==> config.mk <==
export PLATFORM = sky130hd
export DESIGN_NAME = aisr_regs
export DESIGN_NICKNAME = d
export VERILOG_FILES = /design/src/pkg/aisr_pkg.sv /design/src/design/aisr_regs.sv /design/src/design/aisr_fault_unit.sv
export SDC_FILE = /design/constraint.sdc
export NUM_CORES = 1
export LEC_CHECK = 0
export BUFFER_PORTS_ARGS = -buffer_cell sky130_fd_sc_hd__buf_2
export CELL_PAD_IN_SITES_DETAIL_PLACEMENT = 2
export CELL_PAD_IN_SITES_GLOBAL_PLACEMENT = 2
export CORE_UTILIZATION = 21
export CTS_CLUSTER_DIAMETER = 30
export DETAILED_ROUTE_END_ITERATION = 10
export PLACE_DENSITY = 0.81
export SLEW_MARGIN = 25
export SYNTH_ARGS = -nofsm -noshare
export SYNTH_HDL_FRONTEND = slang
export SYNTH_SLANG_ARGS = --single-unit
==> constraint.sdc <==
create_clock -name i_core_clk -period 3.7 [get_ports i_core_clk]
set_clock_uncertainty 0.15 [all_clocks]
set_input_delay 0.74 -clock i_core_clk [delete_from_list [all_inputs] [get_ports i_core_clk]]
set_output_delay 0.74 -clock i_core_clk [all_outputs]
set_load 0.05 [all_outputs]
==> src/pkg/aisr_pkg.sv <==
package aisr_pkg;
	localparam int AISR_ADDR_W = 8;
	localparam logic [7:0] AISR_OFF_CTRL = 8'h00;
	localparam logic [7:0] AISR_OFF_FAULT = 8'h04;
	localparam int AISR_BIT_RESTART = 0;
	localparam int AISR_BIT_START = 1;
	localparam int AISR_BIT_BUSY = 2;
	localparam int AISR_BIT_READY = 3;
	localparam int AISR_BIT_FAULT = 4;
	localparam logic AISR_RESTART_RST = 1'b1;
	localparam logic [31:0] AISR_FAULT_RST = 32'h0000_0000;
	localparam logic [31:0] AISR_CODE_READY_NOT_SET = 32'h0000_0004;
	localparam logic [31:0] AISR_CODE_START_NOT_CLEAR = 32'h0000_0003;
	localparam logic [31:0] AISR_UNMAPPED_READ = 32'h0000_0000;
	typedef enum logic [1:0] {
		AISR_IDLE,
		AISR_RUN,
		AISR_HOLD
	} aisr_state_e;
endpackage

==> src/design/aisr_regs.sv <==
module aisr_regs
	import aisr_pkg::*;
(
	input wire logic i_core_clk,
	input wire logic i_rst_n,
	input wire logic i_wr,
	input wire logic i_rd,
	input wire logic [aisr_pkg::AISR_ADDR_W-1:0] i_addr,
	input wire logic [31:0] i_wdata,
	input wire logic i_run_done,
	output logic [31:0] o_rdata,
	output logic o_restart,
	output logic o_run_launch
);
	import aisr_pkg::*;

	logic restart;
	logic start;
	logic busy;
	logic ready;
	logic [31:0] fault_code;
	logic fault_flag;
	aisr_state_e state;
	aisr_state_e next_state;
	logic next_restart;
	logic next_start;
	logic next_busy;
	logic next_ready;
	logic next_launch;
	logic [31:0] next_rdata;

	////////////////////////////////////////////////////////////////
	// Address decode.
	wire sel_ctrl = (i_addr == AISR_OFF_CTRL);
	wire sel_fault = (i_addr == AISR_OFF_FAULT);
	wire wr_ctrl = i_wr && sel_ctrl;
	wire wr_fault = i_wr && sel_fault;
	wire host_restart = wr_ctrl && i_wdata[AISR_BIT_RESTART];
	wire ctrl_live = wr_ctrl && !restart && !i_wdata[AISR_BIT_RESTART];
	wire wr_start = ctrl_live && i_wdata[AISR_BIT_START];
	wire wr_ack = ctrl_live && i_wdata[AISR_BIT_READY];

	////////////////////////////////////////////////////////////////
	// Error detection.
	// ack while clear
	wire err_ack = wr_ack && !ready;
	wire err_start = wr_start && start;
	wire err_any = err_ack || err_start;
	wire [31:0] err_code = err_ack ? AISR_CODE_READY_NOT_SET : AISR_CODE_START_NOT_CLEAR;
	wire soft_rst = host_restart || err_any;
	wire ack_ok = wr_ack && ready;

	////////////////////////////////////////////////////////////////
	// Run sequencing.
	// start to busy
	wire launch = start && !restart && (state == AISR_IDLE);
	wire finish_ok = !ready || ack_ok;

	always_comb begin
		next_state = state;
		next_launch = 1'b0;
		case (state)
			AISR_IDLE: begin
				if (launch) begin
					next_state = AISR_RUN;
					next_launch = 1'b1;
				end
			end
			AISR_RUN: begin
				if (i_run_done) begin
					next_state = finish_ok ? AISR_IDLE : AISR_HOLD;
				end
			end
			AISR_HOLD: begin
				if (finish_ok) begin
					next_state = AISR_IDLE;
				end
			end
			default: begin
				next_state = AISR_IDLE;
			end
		endcase
		if (soft_rst) begin
			next_state = AISR_IDLE;
			next_launch = 1'b0;
		end
	end

	wire finishing = finish_ok && ((state == AISR_RUN && i_run_done) || state == AISR_HOLD);

	always_comb begin
		next_restart = restart;
		next_start = start;
		next_busy = busy;
		next_ready = ready;
		if (wr_start) begin
			next_start = 1'b1;
		end
		if (launch) begin
			next_start = 1'b0;
			next_busy = 1'b1;
		end
		if (ack_ok) begin
			next_ready = 1'b0;
		end
		if (finishing) begin
			next_busy = 1'b0;
			next_ready = 1'b1;
		end
		if (wr_ctrl) begin
			next_restart = i_wdata[AISR_BIT_RESTART];
		end
		if (soft_rst) begin
			next_start = 1'b0;
			next_busy = 1'b0;
			next_ready = 1'b0;
		end
		if (err_any) begin
			next_restart = 1'b0;
		end
	end

	////////////////////////////////////////////////////////////////
	// Read mux.
	// upper bits zero
	wire [31:0] ctrl_word = {27'h0000000, fault_flag, ready, busy, start, restart};

	always_comb begin
		if (sel_ctrl) begin
			next_rdata = ctrl_word;
		end else if (sel_fault) begin
			next_rdata = fault_code;
		end else begin
			next_rdata = AISR_UNMAPPED_READ;
		end
		if (!i_rd) begin
			next_rdata = o_rdata;
		end
	end

	////////////////////////////////////////////////////////////////
	// Fault register.
	// error sets fault
	aisr_fault_unit i_aisr_fault_unit (
		.i_core_clk(i_core_clk),
		.i_rst_n(i_rst_n),
		.i_host_restart(host_restart),
		.i_fault_wr(wr_fault),
		.i_err_valid(err_any),
		.i_err_code(err_code),
		.o_fault_code(fault_code),
		.o_fault_flag(fault_flag)
	);

	always_ff @(posedge i_core_clk) begin
		if (!i_rst_n) begin
			state <= AISR_IDLE;
			restart <= AISR_RESTART_RST;
			start <= 1'b0;
			busy <= 1'b0;
			ready <= 1'b0;
			o_rdata <= AISR_UNMAPPED_READ;
			o_run_launch <= 1'b0;
			o_restart <= AISR_RESTART_RST;
		end else begin
			state <= next_state;
			restart <= next_restart;
			start <= next_start;
			busy <= next_busy;
			ready <= next_ready;
			o_rdata <= next_rdata;
			o_run_launch <= next_launch;
			o_restart <= next_restart || err_any;
		end
	end
endmodule

==> src/design/aisr_fault_unit.sv <==
module aisr_fault_unit
	import aisr_pkg::*;
(
	input wire logic i_core_clk,
	input wire logic i_rst_n,
	input wire logic i_host_restart,
	input wire logic i_fault_wr,
	input wire logic i_err_valid,
	input wire logic [31:0] i_err_code,
	output logic [31:0] o_fault_code,
	output logic o_fault_flag
);
	import aisr_pkg::*;

	logic [31:0] next_fault_code;
	logic next_fault_flag;

	////////////////////////////////////////////////////////////////
	// Fault capture: a new error wins over a clearing write.
	// host restart clears
	assign next_fault_code = i_err_valid ? i_err_code :
		(i_fault_wr || i_host_restart) ? AISR_FAULT_RST : o_fault_code;
	assign next_fault_flag = i_err_valid ? 1'b1 :
		(i_fault_wr || i_host_restart) ? 1'b0 : o_fault_flag;

	always_ff @(posedge i_core_clk) begin
		if (!i_rst_n) begin
			o_fault_code <= AISR_FAULT_RST;
			o_fault_flag <= 1'b0;
		end else begin
			o_fault_code <= next_fault_code;
			o_fault_flag <= next_fault_flag;
		end
	end
endmodule

==> reports/qor.csv <==
metric;value;unit
clockBufferDepth;2;
die-area;0.005022;mm²
first_pass_iters;5;
ys_seq_elements;16;
cp.arrival;1880;ps
slowest_delay;410;ps
ant_nets;0;
cts_root_buffer;clkbuf_8;
numCtsBuffers;3;
drtIter0Drc;19;
worst_setup_path_start_kind;input pin;
synth.yosys.seq_area_share;32.16;%
via_per_inst;4.257;
ys_top_cells_by_count;buf_4 (28), dfxtp_1 (16), a21oi_1 (10), o21ai_0 (10);
worstPathCellList;buf_2 > nor4_4 > nand4b_2 > a21oi_2 > nor4_1;
areaGrowthSynthToFinish;9.674;%
setup_violations;0;
crit_path_max_fanout;5;
clock_latency;250;ps
synth_cell_types;31;
cts_setup_buffers;0;
clk_pin_slew;60;ps
multi_input_area;536.8;µm²
ctsHoldBuffers;0;
fmax;0.5234;GHz
rsz0062_at_grt;no;
grt_max_degree;12;
synth_edf_count;0;
dieWidth;70.87;µm
crit_required;3670;ps
p_per_area;354.7;mW/mm²
min_path_type;reg -> reg;
synth_top_area_share;32.16;%
place_congestion;0.8069;
wl_per_cell;12.36;µm
initial_core_util;22.41;%
grt_pass1_vias;809;
synth_area_per_cell;8.440;µm²
antenna-diode-count;0;
finalCritPeriodShare;51.63;%
layout-drive-gt1-share;24.46;%
yosysTopAreaCell;dfxtp_1;
synth_cells;118;
synth.area.top_cells;dfxtp_1 (32%), buf_4 (21%), a21oi_1 (5.0%);
portBuffers;22;
track_usage;10.04;%
ff_latch_area;320.3;µm²
overflow;0;
rows;24;
hold_violations;0;
finalSetupTns;0;ps
yosysWarnings;0;
io_pins;79;
critPathKind;in -> reg;
cts_resized;0;
coreArea;0.004444;mm²
grt_pass1_wl;3781;µm
die_h;70.87;µm
synth_area;996.0;µm²
min_period;1910;ps
slowest_stage;nor4_4;
async_reset_ff_share;0;%
grt_antenna_before_repair;0;
maxSlewViolCount;0;
fin_util;24.58;%
synthFlopType;dfxtp_1;
total_leakage_power;0.4605;nW
cts_sinks;16;
htree_levels;1;
num-fill-cells;543;
max_cap_violations;0;
nNetsFinal;186;
vdd_drop_max;0.1071;mV
hpwl;1920;µm
drc;0;
yosysMostFrequentCell;buf_4;
endpoint_kind;flop;
wl;2360;µm
vias;813;
cts_tree;built;
status;finished clean;
[cell usage in the layout, fill, tap and decap left out, types with 4 or more instances in the layout]
| cell type | instances |
|---|---|
| a21oi_1 | 10 |
| buf_2 | 22 |
| conb_1 | 27 |
| dfxtp_1 | 16 |
| inv_1 | 5 |
| nand2_1 | 5 |
| nand2b_1 | 5 |
| nand3_1 | 4 |
| nor2_1 | 4 |
| o21ai_0 | 10 |
[critical path: cells and delay by family]
family | cells | cell delay [ps]
and+or+nand+nor | 3 | 750
AOI/OAI and AO/OA | 1 | 270
buffers and inverters | 1 | 110
[power breakdown]
part | switching (mW) | internal [mW] | total [mW]
Clock | 0.0578 | 0.0722 | 0.130
Combinational | 0.0748 | 0.0103 | 0.0851
Sequential | 0.0000307 | 0.172 | 0.172
[final timing paths]
path,startpoint,end,slack [ps],cells past startpoint
hold reg to reg,o_rdata[2],o_rdata[2],320,2
setup / recovery,i_addr[7],busy,1790,5
hold / removal,o_rdata[2],o_rdata[2],320,2
setup reg to reg,restart,busy,2120,4
[routing by layer]
layer	vias up	wire, µm	GRT usage [%]
met1	390	992	10.43
met5	-	0	0
li1	394	-	-
met4	0	26	3.778
met2	25	1187	17.84
met3	4	153	4.416
[metrics by stage]
step / hold slack (ps) / cell area, µm² / setup WS, ps / power [mW] / cells
floorplan: 300.4 / 1094 / 1863 / 0.2679 / 144
global placement: 304.9 / 1051 / 1544 / 0.2598 / 188
detailed placement: 308.6 / 1051 / 1510 / 0.2609 / 188
CTS: 319.7 / 1092 / 1776 / 0.3925 / 191
global route: 347.5 / 1092 / 1669 / 0.4038 / 191
finish: 316.1 / 1092 / 1790 / 0.3874 / 191
[cells by family (layout without fill, tap and decap cells)]
group                  after synthesis  after routing  synth area share, %
flip-flops                          16             16                32.16
buffers and inverters               35             30                23.74
AND/OR/NAND/NOR                     38             38                27.64
AO/OA/AOI/OAI                       27             27                14.95
multiplexers                         1              1                1.131
other                                1             27               0.3765
[cell type report]
cell class                      instances  share of cell area, %
Tap cell                               52                  5.956
Sequential cell                        16                  29.32
Timing Repair Buffer                   22                  10.08
Inverter                                5                  1.718
Clock buffer                            3                  3.780
Multi-Input combinational cell         93                  49.14
[flip-flops by register name (all words and copies together) (netlist names)]
signal,flops
busy,1
i_aisr_fault_unit.o_fault_code,2
i_aisr_fault_unit.o_fault_flag,1
o_rdata,5
o_restart,1
o_run_launch,1
ready,1
restart,1
start,1
state,2
No activity file was read; power rests on OpenSTA's default activity.
